## src/aclr_cfg.svh

```systemverilog
// Purpose: Constants for the ACL rule staging register bank
// Assumes: APB byte address = 4 * register index
// Notes:   Included by its bare name
`ifndef ACLR_CFG_SVH
`define ACLR_CFG_SVH

// ==========================================================
// Bus geometry
`define ACLR_PADDR_W      12
`define ACLR_IDX_W        10
`define ACLR_IDX_TSEL     10'h06E
`define ACLR_IDX_OFFSET   10'h06F
`define ACLR_IDX_DATA     10'h0A0

// ==========================================================
// Table and port select fields
`define ACLR_TSEL_TBL_HI  7
`define ACLR_TSEL_TBL_LO  5
`define ACLR_TSEL_ACL     3'h2
`define ACLR_TSEL_PORT_HI 3
`define ACLR_TSEL_PORT_LO 0
`define ACLR_PORT_FIRST   4'h1
`define ACLR_NPORTS       5

// ==========================================================
// Rule entry layout
`define ACLR_ENTRY_BYTES  14
`define ACLR_OFF_MODE     4'h1
`define ACLR_OFF_UPPER_HI 4'h2
`define ACLR_OFF_UPPER_LO 4'h3
`define ACLR_OFF_LOWER_HI 4'h4
`define ACLR_OFF_LOWER_LO 4'h5
`define ACLR_OFF_CMP      4'h6
`define ACLR_OFF_MASK_HI  4'h8
`define ACLR_OFF_MASK_LO  4'h9
`define ACLR_MODE_HI      5
`define ACLR_MODE_LO      4
`define ACLR_MODE_L4      2'h2
`define ACLR_CMP_HI       2
`define ACLR_CMP_LO       1
`define ACLR_CMP_RSVD     8'hF8

// ==========================================================
// Reset values
`define ACLR_RST_BYTE     8'h00
`define ACLR_RST_WORD     32'h0000_0000

`endif

```

## src/aclr_pkg.sv

```systemverilog
// Purpose: Types shared by the ACL rule staging bank
// Assumes: Constants live in aclr_cfg.svh
// Notes:   Nothing is imported by users
package aclr_pkg;

  // ==========================================================
  // Port comparison modes
  typedef enum logic [1:0] {
    CMP_OFF,
    CMP_EITHER,
    CMP_INSIDE,
    CMP_OUTSIDE
  } aclr_cmp_t;

  // ==========================================================
  // Decoded fields of one staged rule
  typedef struct packed {
    logic             l4_mode;
    logic [15:0]      l3_mask_low;
    logic [15:0]      upper_bound;
    logic [15:0]      lower_bound;
    aclr_cmp_t        range_compare_select;
  } aclr_rule_fields_t;

  // ==========================================================
  // APB request fields, taken straight from the bus inputs
  typedef struct packed {
    logic [9:0]       idx;
    logic             write;
    logic             lane0;
    logic [7:0]       wbyte;
  } aclr_apb_req_t;

endpackage

```

## src/aclr_top.sv

```systemverilog
// Purpose: APB register bank staging per-port ACL rule bytes
// Assumes: One clock, synchronous active-low reset
// Notes:   Access phase always takes two cycles
//
// Decided for this implementation: the APB interface to the registers.
`timescale 1ns/1ps
`default_nettype none
`include "aclr_cfg.svh"

module aclr_top #(
  parameter int NPORTS = `ACLR_NPORTS
) (
  // Clock and reset
  input  wire logic                                  i_clk,
  input  wire logic                                  i_nrst,
  // APB slave
  input  wire logic                                  i_psel,
  input  wire logic                                  i_penable,
  input  wire logic                                  i_pwrite,
  input  wire logic [`ACLR_PADDR_W-1:0]              i_paddr,
  input  wire logic [31:0]                           i_pwdata,
  input  wire logic [3:0]                            i_pstrb,
  output logic      [31:0]                           o_prdata,
  output logic                                       o_pready,
  output logic                                       o_pslverr,
  // Staged rule fields, index 0 is port 1
  output aclr_pkg::aclr_rule_fields_t [NPORTS-1:0]   o_rule_fields
);

  // ==========================================================
  // Transfer sequencing
  typedef enum logic {
    ST_IDLE,
    ST_ACK
  } aclr_state_t;

  aclr_state_t            state_q;
  aclr_pkg::aclr_apb_req_t req;
  logic                   access;
  logic                   hit_tsel;
  logic                   hit_offset;
  logic                   hit_data;
  logic                   mapped;
  logic                   commit;

  assign req.idx   = i_paddr[`ACLR_PADDR_W-1:2];
  assign req.write = i_pwrite;
  assign req.lane0 = i_pstrb[0];
  assign req.wbyte = i_pwdata[7:0];

  assign access     = i_psel && i_penable;
  assign hit_tsel   = (req.idx == `ACLR_IDX_TSEL);
  assign hit_offset = (req.idx == `ACLR_IDX_OFFSET);
  assign hit_data   = (req.idx == `ACLR_IDX_DATA);
  assign mapped     = hit_tsel || hit_offset || hit_data;
  // Writes land only at the edge where pready is sampled high
  assign commit     = (state_q == ST_ACK) && access && req.write && req.lane0 && !o_pslverr;

  always_ff @(posedge i_clk) begin
    if (!i_nrst) begin
      state_q <= ST_IDLE;
    end else begin
      case (state_q)
        ST_IDLE: begin
          if (access) begin
            state_q <= ST_ACK;
          end
        end
        ST_ACK: begin
          state_q <= ST_IDLE;
        end
        default: begin
          state_q <= ST_IDLE;
        end
      endcase
    end
  end

  always_ff @(posedge i_clk) begin
    if (!i_nrst) begin
      o_pready <= 1'b0;
    end else begin
      o_pready <= (state_q == ST_IDLE) && access;
    end
  end

  always_ff @(posedge i_clk) begin
    if (!i_nrst) begin
      o_pslverr <= 1'b0;
    end else if ((state_q == ST_IDLE) && access) begin
      o_pslverr <= !mapped;
    end else begin
      o_pslverr <= 1'b0;
    end
  end

  // ==========================================================
  // Select registers
  logic [7:0] tsel_q;
  logic [7:0] offset_q;

  always_ff @(posedge i_clk) begin
    if (!i_nrst) begin
      tsel_q <= `ACLR_RST_BYTE;
    end else if (commit && hit_tsel) begin
      tsel_q <= req.wbyte;
    end
  end

  always_ff @(posedge i_clk) begin
    if (!i_nrst) begin
      offset_q <= `ACLR_RST_BYTE;
    end else if (commit && hit_offset) begin
      offset_q <= req.wbyte;
    end
  end

  // ==========================================================
  // Target decode
  logic              acl_sel;
  logic [NPORTS-1:0] port_hit;
  logic              off_valid;
  logic [3:0]        off_idx;
  logic              target_ok;

  aclr_sel_dec #(
    .NPORTS      (NPORTS)
  ) u_dec (
    .i_tsel      (tsel_q),
    .i_offset    (offset_q),
    .o_acl_sel   (acl_sel),
    .o_port_hit  (port_hit),
    .o_off_valid (off_valid),
    .o_off_idx   (off_idx)
  );

  // Other tables and bad ports stage nothing here
  assign target_ok = acl_sel && off_valid && (|port_hit);

  // ==========================================================
  // Per-port rule entries
  logic [NPORTS-1:0] port_we;
  logic [7:0]        port_rdata [NPORTS];
  logic [7:0]        sel_byte;

  genvar g;
  generate
    for (g = 0; g < NPORTS; g++) begin : g_port
      assign port_we[g] = commit && hit_data && target_ok && port_hit[g];

      aclr_entry #(
        .NBYTES   (`ACLR_ENTRY_BYTES)
      ) u_entry (
        .i_clk    (i_clk),
        .i_nrst   (i_nrst),
        .i_we     (port_we[g]),
        .i_off    (off_idx),
        .i_wdata  (req.wbyte),
        .o_rdata  (port_rdata[g]),
        .o_fields (o_rule_fields[g])
      );
    end
  endgenerate

  always_comb begin
    sel_byte = `ACLR_RST_BYTE;
    for (int i = 0; i < NPORTS; i++) begin
      if (target_ok && port_hit[i]) begin
        sel_byte = port_rdata[i];
      end
    end
  end

  // ==========================================================
  // Read data, captured with pready
  always_ff @(posedge i_clk) begin
    if (!i_nrst) begin
      o_prdata <= `ACLR_RST_WORD;
    end else if ((state_q == ST_IDLE) && access && !req.write) begin
      if (hit_tsel) begin
        o_prdata <= {24'h000000, tsel_q};
      end else if (hit_offset) begin
        o_prdata <= {24'h000000, offset_q};
      end else if (hit_data) begin
        o_prdata <= {24'h000000, sel_byte};
      end else begin
        o_prdata <= `ACLR_RST_WORD;
      end
    end
  end

  generate
    for (g = 0; g < NPORTS; g++) begin : g_chk

    end
  endgenerate
endmodule
`default_nettype wire

```

## src/aclr_sel_dec.sv

```systemverilog
// Purpose: Decode table select, port and byte offset
// Assumes: Inputs come from registers on the same clock
// Notes:   Purely combinational
`timescale 1ns/1ps
`default_nettype none
`include "aclr_cfg.svh"

module aclr_sel_dec #(
  parameter int NPORTS = `ACLR_NPORTS
) (
  // Select registers
  input  wire logic [7:0]        i_tsel,
  input  wire logic [7:0]        i_offset,
  // Decoded target
  output logic                   o_acl_sel,
  output logic [NPORTS-1:0]      o_port_hit,
  output logic                   o_off_valid,
  output logic [3:0]             o_off_idx
);

  logic [3:0] port_num;

  assign port_num    = i_tsel[`ACLR_TSEL_PORT_HI:`ACLR_TSEL_PORT_LO];
  assign o_acl_sel   = (i_tsel[`ACLR_TSEL_TBL_HI:`ACLR_TSEL_TBL_LO] == `ACLR_TSEL_ACL);
  assign o_off_valid = (i_offset < 8'(`ACLR_ENTRY_BYTES));
  assign o_off_idx   = i_offset[3:0];

  // Ports outside 1..NPORTS hit nothing
  genvar g;
  generate
    for (g = 0; g < NPORTS; g++) begin : g_hit
      assign o_port_hit[g] = (port_num == 4'(g + 1));
    end
  endgenerate

endmodule
`default_nettype wire

```

## src/aclr_entry.sv

```systemverilog
// Purpose: Byte storage of one port's staged rule
// Assumes: Write strobe is one cycle per byte
// Notes:   Byte 0x06 hides bits 7:3 under layer-4 mode
`timescale 1ns/1ps
`default_nettype none
`include "aclr_cfg.svh"

module aclr_entry #(
  parameter int NBYTES = `ACLR_ENTRY_BYTES
) (
  // Clock and reset
  input  wire logic                      i_clk,
  input  wire logic                      i_nrst,
  // Byte access
  input  wire logic                      i_we,
  input  wire logic [3:0]                i_off,
  input  wire logic [7:0]                i_wdata,
  output logic      [7:0]                o_rdata,
  // Decoded fields
  output aclr_pkg::aclr_rule_fields_t    o_fields
);

  logic [7:0] mem_q [NBYTES];
  logic       l4_mode_q;
  logic [7:0] wmask;

  // Mode kept in its own flop so the field output is registered
  always_ff @(posedge i_clk) begin
    if (!i_nrst) begin
      l4_mode_q <= 1'b0;
    end else if (i_we && i_off == `ACLR_OFF_MODE) begin
      l4_mode_q <= (i_wdata[`ACLR_MODE_HI:`ACLR_MODE_LO] == `ACLR_MODE_L4);
    end
  end

  // Reserved bits not stored in layer-4 mode, so they cannot reappear later
  assign wmask   = (l4_mode_q && i_off == `ACLR_OFF_CMP) ? ~`ACLR_CMP_RSVD : 8'hFF;

  always_ff @(posedge i_clk) begin
    if (!i_nrst) begin
      for (int i = 0; i < NBYTES; i++) begin
        mem_q[i] <= `ACLR_RST_BYTE;
      end
    end else if (i_we) begin
      mem_q[i_off] <= i_wdata & wmask;
    end
  end

  always_comb begin
    o_rdata = mem_q[i_off];
    if (l4_mode_q && i_off == `ACLR_OFF_CMP) begin
      o_rdata = mem_q[i_off] & ~`ACLR_CMP_RSVD;
    end
  end

  assign o_fields.l4_mode              = l4_mode_q;
  assign o_fields.l3_mask_low          = {mem_q[`ACLR_OFF_MASK_HI], mem_q[`ACLR_OFF_MASK_LO]};
  assign o_fields.upper_bound          = {mem_q[`ACLR_OFF_UPPER_HI], mem_q[`ACLR_OFF_UPPER_LO]};
  assign o_fields.lower_bound          = {mem_q[`ACLR_OFF_LOWER_HI], mem_q[`ACLR_OFF_LOWER_LO]};
  assign o_fields.range_compare_select =
    aclr_pkg::aclr_cmp_t'(mem_q[`ACLR_OFF_CMP][`ACLR_CMP_HI:`ACLR_CMP_LO]);

endmodule
`default_nettype wire

```

## config.mk

```make
export PLATFORM = sky130hd
export DESIGN_NAME = aclr_top
export DESIGN_NICKNAME = d
export VERILOG_FILES = /design/src/aclr_pkg.sv /design/src/aclr_top.sv /design/src/aclr_sel_dec.sv /design/src/aclr_entry.sv
export VERILOG_INCLUDE_DIRS = /design/src
export SDC_FILE = /design/constraint.sdc
export NUM_CORES = 1
export LEC_CHECK = 0
export BUFFER_PORTS_ARGS = -buffer_cell sky130_fd_sc_hd__buf_2
export CORE_MARGIN = 10
export CORE_UTILIZATION = 40
export CTS_BUF_LIST = sky130_fd_sc_hd__clkbuf_4 sky130_fd_sc_hd__clkbuf_8
export DETAILED_ROUTE_END_ITERATION = 10
export PLACE_DENSITY_LB_ADDON = 0.3
export SETUP_SLACK_MARGIN = 0.1
export SLEW_MARGIN = 10
export SYNTH_ARGS = -nofsm -noshare
export SYNTH_HDL_FRONTEND = slang
export SYNTH_SLANG_ARGS = --single-unit
```

## constraint.sdc

```tcl
create_clock -name i_clk -period 4 [get_ports i_clk]
set_input_delay 0.2 -clock i_clk [delete_from_list [all_inputs] [get_ports i_clk]]
set_output_delay 0.2 -clock i_clk [all_outputs]
set_load 0.05 [all_outputs]
```

==> results of run 1 <==
==> logic make-up (layout without fill, tap and decap cells) <==
family,count (synthesis),after routing,synth area share (%)
compound gates,123,123,2.698
simple gates,919,919,12.86
buf+inv,209,613,3.425
mux,227,227,14.03
other cells,1,106,0.01260
flops,676,676,66.97
==> worst max-delay path by stage <==
stage,to,cells after the start
after floorplan,g_port[0].u_entry.mem_q[1][0]$_SDFFCE_PN0P_,6
after CTS,o_prdata[0]$_SDFFE_PN0P_,8
after global placement,g_port[1].u_entry.mem_q[2][1]$_SDFFCE_PN0P_,9
after global routing,g_port[4].u_entry.mem_q[8][0]$_SDFFCE_PN0P_,6
after detailed placement,g_port[1].u_entry.mem_q[2][4]$_SDFFCE_PN0P_,9
final,o_prdata[0]$_SDFFE_PN0P_,8
==> power groups by stage <==
stage / clock network, mW / logic, mW / registers [mW]
after floorplan: 0 / 0.434 / 8.77
after global placement: 0 / 1.23 / 8.41
after detailed placement: 0 / 1.24 / 8.42
after CTS: 6.00 / 1.26 / 8.28
after global routing: 6.34 / 1.30 / 8.30
final: 5.96 / 1.25 / 8.28
==> cell usage in the layout, fill, tap and decap left out, drive strengths merged, types with 18 or more instances in the layout <==
cell type	synthesis	layout
buf	89	356
nor2b	23	23
edfxtp	640	640
mux4	151	151
clkinv	1	34
nor3	18	18
mux2i	64	64
nor2	585	585
o22ai	22	22
a21oi	24	24
inv	42	45
conb	1	104
dfxtp	36	36
clkbuf	77	159
nand2	222	222
==> layout make-up <==
cell class	count	area (um2)	share of cell area, %
Antenna cell	2	5.005	0.01435
Clock buffer	159	1907	5.466
Clock inverter	39	236.5	0.6778
Inverter	43	161.4	0.4626
Multi-Input combinational cell	1373	9221	26.43
Sequential cell	676	19950	57.20
Tap cell	959	1200	3.439
Timing Repair Buffer	372	2202	6.312
==> through the flow <==
stage                     cell area (um2)  hold WS (ns)  utilization [%]
after floorplan                     30160        0.2989                -
after global placement              32580        0.4759            44.43
after detailed placement            32580        0.4813            44.43
after CTS                           34880       0.04687            47.57
after global routing                34880        0.1553            47.57
final                               34890        0.1293            47.58
==> routing by layer <==
| metal | vias up | GRT usage, % |
|---|---|---|
| li1 | 8624 | - |
| met1 | 10390 | 28.91 |
| met2 | 1195 | 37.22 |
| met3 | 174 | 5.931 |
| met4 | 2 | 8.362 |
| met5 | - | 0 |
==> synthesized netlist by cell type (3+ instances only) <==
cell type  count
o211ai_1       7
o21a_1         3
inv_2          4
dfxtp_1       36
o21ai_0       14
nand3_1       15
nor2b_1       23
a31oi_1       10
nor2_1       580
nor2_2         5
a22oi_1       15
nor4b_1        3
a21o_1         3
buf_1          8
o22ai_1       22
and2_1         4
buf_4         51
nand2_2       20
mux2i_1       64
inv_1         38
a211oi_1      10
mux4_2       151
clkbuf_1      77
nor3_1        16
nand4_1        4
edfxtp_1     640
o2111ai_1      3
a21oi_1       24
and3_1         9
nor4_1         7
buf_2         29
mux2_2        12
nand2_1      202
nand2b_1      11
==> critical path, stage by stage, from the launching register on <==
cell and delay (ns):
dfxtp_4 0.84, buf_12 0.33, mux4_2 0.53, mux2_2 0.30, a22oi_1 0.23, nor2_1 0.11
nor4_1 0.31, o21ai_0 0.14, dlygate4sd3_1 0.57
==> flip-flops by register name (all words and copies together), names as in the netlist, named ones only <==
| register | cells |
|---|---|
| g_port.u_entry.mem_q | 640 |
| o_prdata | 8 |
| offset_q | 8 |
| tsel_q | 8 |
| g_port.u_entry.l4_mode_q | 5 |
| o_pready | 1 |
| o_pslverr | 1 |
| state_q | 1 |
==> repair_timing <==
action / in CTS / in global routing
resized for setup: 0 / 0
hold buffers: 16 / 0
hold endpoints to repair: 47 / 0
setup buffers: 0 / 0
setup endpoints to repair: 0 / 0
==> flow_summary.json, run 1 <==
{
  "status": "finished, final reports clean",
  "setup-tns-final_ns": 0,
  "total_power_mw": 15.49,
  "synth_seq_cells": 676,
  "final_cell_count_no_fill": 3623,
  "synth_warnings": 0,
  "first_iter_violations": 2443,
  "min_path_type": "in -> reg",
  "overflow": 0,
  "r2r-end": "o_prdata[0]$_SDFFE_PN0P_",
  "dr.pass1.iters": 5,
  "initial_core_util_pct": 40.60,
  "highest_layer": "met5",
  "setup_viol": 0,
  "p_leak_nw": 12.95,
  "m1WireLength_mm": 37.73,
  "synthArstFlopShare_pct": 0,
  "grt_max_degree": 67,
  "cts-root-buf": "clkbuf_8",
  "ir_drop_mv": 0.2247,
  "cts_tree": "built",
  "switching_share_pct": 25.73,
  "critical_path_class": "reg -> reg",
  "viasPerCell": 5.627,
  "skew_ns": 0.03340,
  "dieArea_um2": 85740,
  "pwr-share-seq_pct": 53.4,
  "dpl_worst_slack_ns": 0.3013,
  "path_max_fanout": 34,
  "core-area_um2": 73330,
  "hold_viol": 0,
  "whs_endpoint": "o_pslverr$_SDFF_PN0_",
  "ys_top_cells_by_area": "edfxtp_1, mux4_2, nor2_1, nand2_1, dfxtp_1",
  "grt_pass1_vias": 20310,
  "synthFlopType": "edfxtp_1",
  "power.switching_mw": 3.986,
  "pwr-share-comb_pct": 8.1,
  "antenna_left": 0,
  "grt_usage_pct": 22.76,
  "cts_num_sinks": 676,
  "drv_slew": 0,
  "num-fill-cells": 6472,
  "rows": 99,
  "hold_depth": 4,
  "die_w_um": 292.8,
  "die_h_um": 292.8,
  "rsz0062_at_grt": "false",
  "power_density_nw_per_um2": 444.0,
  "required_ns": 4.63,
  "globalplace.congestion": 0.9283,
  "grt_pass1_wl_mm": 142.5,
  "ys_types": 62,
  "worst_slew_pin_slew_ns": 1.304,
  "reg2reg_slack_ns": 0.49,
  "cp.arrival_ns": 4.14,
  "internal_power_mw": 11.51,
  "dp.cells": 3407,
  "maxCapViolCount": 0,
  "cts_buffers": 106,
  "nets": 2625,
  "hold_path.startpoint": "i_paddr[9]",
  "clk_pin_slew_worst_paths_ns": 0.07,
  "drc": 0,
  "synthToLayoutAreaGrowth_pct": 17.18,
  "ys_seq_area_share_pct": 66.97,
  "period_share_pct": 87.81,
  "pwr-share-clk_pct": 38.5,
  "cp-start-kind": "register",
  "synth_top_area_share_pct": 64.55,
  "avgSynthCellArea_um2": 13.82,
  "endpoint_kind": "register",
  "reg2reg_depth": 8,
  "htree_levels": 3,
  "met2_length_mm": 47.66,
  "dp.final_hpwl_mm": 72.02,
  "wirelength_mm": 99.73,
  "vias": 20390,
  "synth_edf_count": 640,
  "relSlewSlack_pct": 12.58,
  "post-synth-top-area-cell": "edfxtp_1",
  "antenna_found_initial": 3,
  "drive_gt1_share_pct": 27.80,
  "wire_per_inst_um": 27.53,
  "clock_path_buffers": 3,
  "clock_latency_ns": 0.74,
  "io_pins": 342,
  "routed-wl-met3_mm": 10.99,
  "syn_inst": 2155,
  "worst_slack_ns": 0.4877,
  "port_buffers": 288,
  "netlist_area_um2": 29770,
  "period_minus_slack_ns": 3.512,
  "max_freq_ghz": 0.2847
}
(Power assumes the default switching activity.)
==> run 2, diff against run 1 <==
--- a/config.mk
+++ b/config.mk
@@ -6,6 +6,7 @@
 export SDC_FILE = /design/constraint.sdc
 export NUM_CORES = 1
 export LEC_CHECK = 0
+export ABC_AREA = 1
 export BUFFER_PORTS_ARGS = -buffer_cell sky130_fd_sc_hd__buf_2
 export CORE_MARGIN = 10
 export CORE_UTILIZATION = 40
==> flow_summary.json, run 2 <==
{
  "status": "finished, final reports clean",
  "dieArea_um2": 88930,
  "p_leak_nw": 14.78,
  "rsz0062_at_grt": "false",
  "synthToLayoutAreaGrowth_pct": 16.20,
  "ir_drop_mv": 0.2830,
  "die_h_um": 298.2,
  "relSlewSlack_pct": 28.81,
  "critical_path_class": "reg -> reg",
  "power_density_nw_per_um2": 433.1,
  "grt_pass1_wl_mm": 153.1,
  "setup-tns-final_ns": 0,
  "io_pins": 342,
  "internal_power_mw": 11.56,
  "port_buffers": 288,
  "regMostFlops": "g_port.u_entry.mem_q",
  "rows": 101,
  "final_cell_count_no_fill": 4725,
  "initial_core_util_pct": 40.56,
  "synth_seq_cells": 676,
  "pwr-share-comb_pct": 8.2,
  "critPathBufInv": 0,
  "core-area_um2": 76330,
  "clock_latency_ns": 0.74,
  "hold_viol": 0,
  "cts_resized": 0,
  "drv_slew": 0,
  "final-seq-area_um2": 19950,
  "mostFrequentLayoutCells": "nor2_1, nand2_1, edfxtp_1, nand3_1, buf_2",
  "worst_slew_pin_slew_ns": 1.064,
  "cp.arrival_ns": 3.69,
  "power.switching_mw": 4.023,
  "ys_top_cells_by_area": "edfxtp_1, nor2_1, nand2_1, nand3_1, dfxtp_1",
  "endpoint_kind": "register",
  "min_path_type": "in -> reg",
  "clock_path_buffers": 3,
  "grt_max_degree": 126,
  "multiInputGateArea_um2": 9777,
  "final_util_pct": 47.13,
  "htree_levels": 3,
  "dp.final_hpwl_mm": 68.88,
  "die_w_um": 298.2,
  "wire_per_inst_um": 22.06,
  "avgSynthCellArea_um2": 9.497,
  "pwr-share-clk_pct": 38.9,
  "synth_edf_count": 640,
  "synthArstFlopShare_pct": 0,
  "post-synth-top-area-cell": "edfxtp_1",
  "syn_inst": 3260,
  "pwr-share-seq_pct": 52.8,
  "synthFlopType": "edfxtp_1",
  "drive_gt1_share_pct": 16.16,
  "first_iter_violations": 2710,
  "max_freq_ghz": 0.3006,
  "synth_warnings": 0,
  "path_delay_family": "simple AND/OR/NAND/NOR gates",
  "cts_tree": "built",
  "drc": 0,
  "cts_hold_buffers": 11,
  "wirelength_mm": 104.2,
  "period_minus_slack_ns": 3.327,
  "nets": 3661,
  "cp-start-kind": "register",
  "slowest_stage": "nor2_2",
  "cpPeakStageDelay_ns": 0.60,
  "vias": 24920,
  "path_max_fanout": 13,
  "grt_usage_pct": 22.59,
  "hold_ws_ns": 0.05925,
  "globalplace.congestion": 0.8716,
  "netlist_area_um2": 30960,
  "synth_most_common_cell": "nor2_1",
  "largest_register_ffs": 640,
  "overflow": 0,
  "required_ns": 4.37,
  "path_cells": "nand3_1 -> nand3_1 -> nor2_2 -> nand2_1 -> nor2_2 -> nand2_1 -> nor2_2 -> nand2_1 -> nand2_1",
  "final_common_cell": "nor2_1",
  "ys_types": 29,
  "dp.cells": 4511,
  "antenna_left": 0,
  "cts_setup_buffers": 0,
  "reg2reg_slack_ns": 0.67,
  "period_share_pct": 83.17,
  "clk_pin_slew_worst_paths_ns": 0.06,
  "grt_pass1_vias": 24110,
  "switching_share_pct": 25.82,
  "cts_buffers": 114,
  "dr.pass1.iters": 6,
  "crit_top_cell": "nand2_1",
  "antenna_found_initial": 4,
  "setup_viol": 0,
  "num-fill-cells": 7289,
  "skew_ns": 0.04236,
  "synth_top_area_share_pct": 62.08,
  "maxCapViolCount": 0,
  "cts-root-buf": "clkbuf_8",
  "viasPerCell": 5.274,
  "ys_seq_area_share_pct": 64.40,
  "cts_num_sinks": 676,
  "synth_common_cells": "nor2_1, nand2_1, edfxtp_1, nand3_1, inv_1"
}
[run 2: area by class of cell]
cell class / count / area share (%)
antenna: 1 / 0.006956
clock buffer: 163 / 5.471
clock inverter: 39 / 0.6817
inverter: 142 / 1.523
multi-input combinational: 2308 / 27.18
sequential: 676 / 55.46
tap: 1030 / 3.582
timing repair buffer: 366 / 6.100
[run 2: power groups by stage]
stage	clock [mW]	combinational [mW]	sequential [mW]
final	6.07	1.28	8.23
after global routing	6.43	1.35	8.26
after CTS	6.13	1.28	8.23
after detailed placement	0	1.27	8.38
after global placement	0	1.26	8.37
after floorplan	0	0.443	8.79
[run 2: worst register-to-register path: stages, from the launching register on]
cell     delay, ns
dfxtp_1       0.37
nand3_1       0.13
nand3_1       0.09
nor2_2        0.27
nand2_1       0.28
nor2_2        0.25
nand2_1       0.11
nor2_2        0.60
nand2_1       0.43
nand2_1       0.46
[run 2: per-stage QoR]
step / setup slack (ns) / cell area [um2] / power, mW
floorplan: 1.672 / 31350 / 9.229
global placement: 0.7855 / 33650 / 9.630
CTS: 0.7456 / 35970 / 15.64
global route: 0.5166 / 35980 / 16.04
finish: 0.6732 / 35980 / 15.58
detailed placement: 0.7416 / 33650 / 9.642
[run 2: worst paths after layout]
kind	cells after the start	to	start
hold reg to reg	2	o_prdata[0]$_SDFFE_PN0P_	o_prdata[0]$_SDFFE_PN0P_
setup reg to reg	9	g_port[1].u_entry.mem_q[5][0]$_SDFFCE_PN0P_	offset_q[3]$_SDFFE_PN0P_
setup / recovery	9	g_port[1].u_entry.mem_q[5][0]$_SDFFCE_PN0P_	offset_q[3]$_SDFFE_PN0P_
hold / removal	8	o_prdata[6]$_SDFFE_PN0P_	i_paddr[8]
[run 2: logic make-up after synthesis]
kind of cell	count (synthesis)	synth area share, %
flip-flops	676	64.40
other	1	0.01211
AO/OA/AOI/OAI	212	3.851
buffers and inverters	379	5.282
AND/OR/NAND/NOR	1992	26.45
[run 2: layer usage]
metal / track usage [%] / part of all wire [%] / vias up
li1: - / - / 11480
met1: 28.39 / 38 / 12010
met2: 36.91 / 47 / 1228
met3: 5.402 / 10 / 203
met4: 9.431 / 3.8 / 6
met5: 0 / 0.033 / -
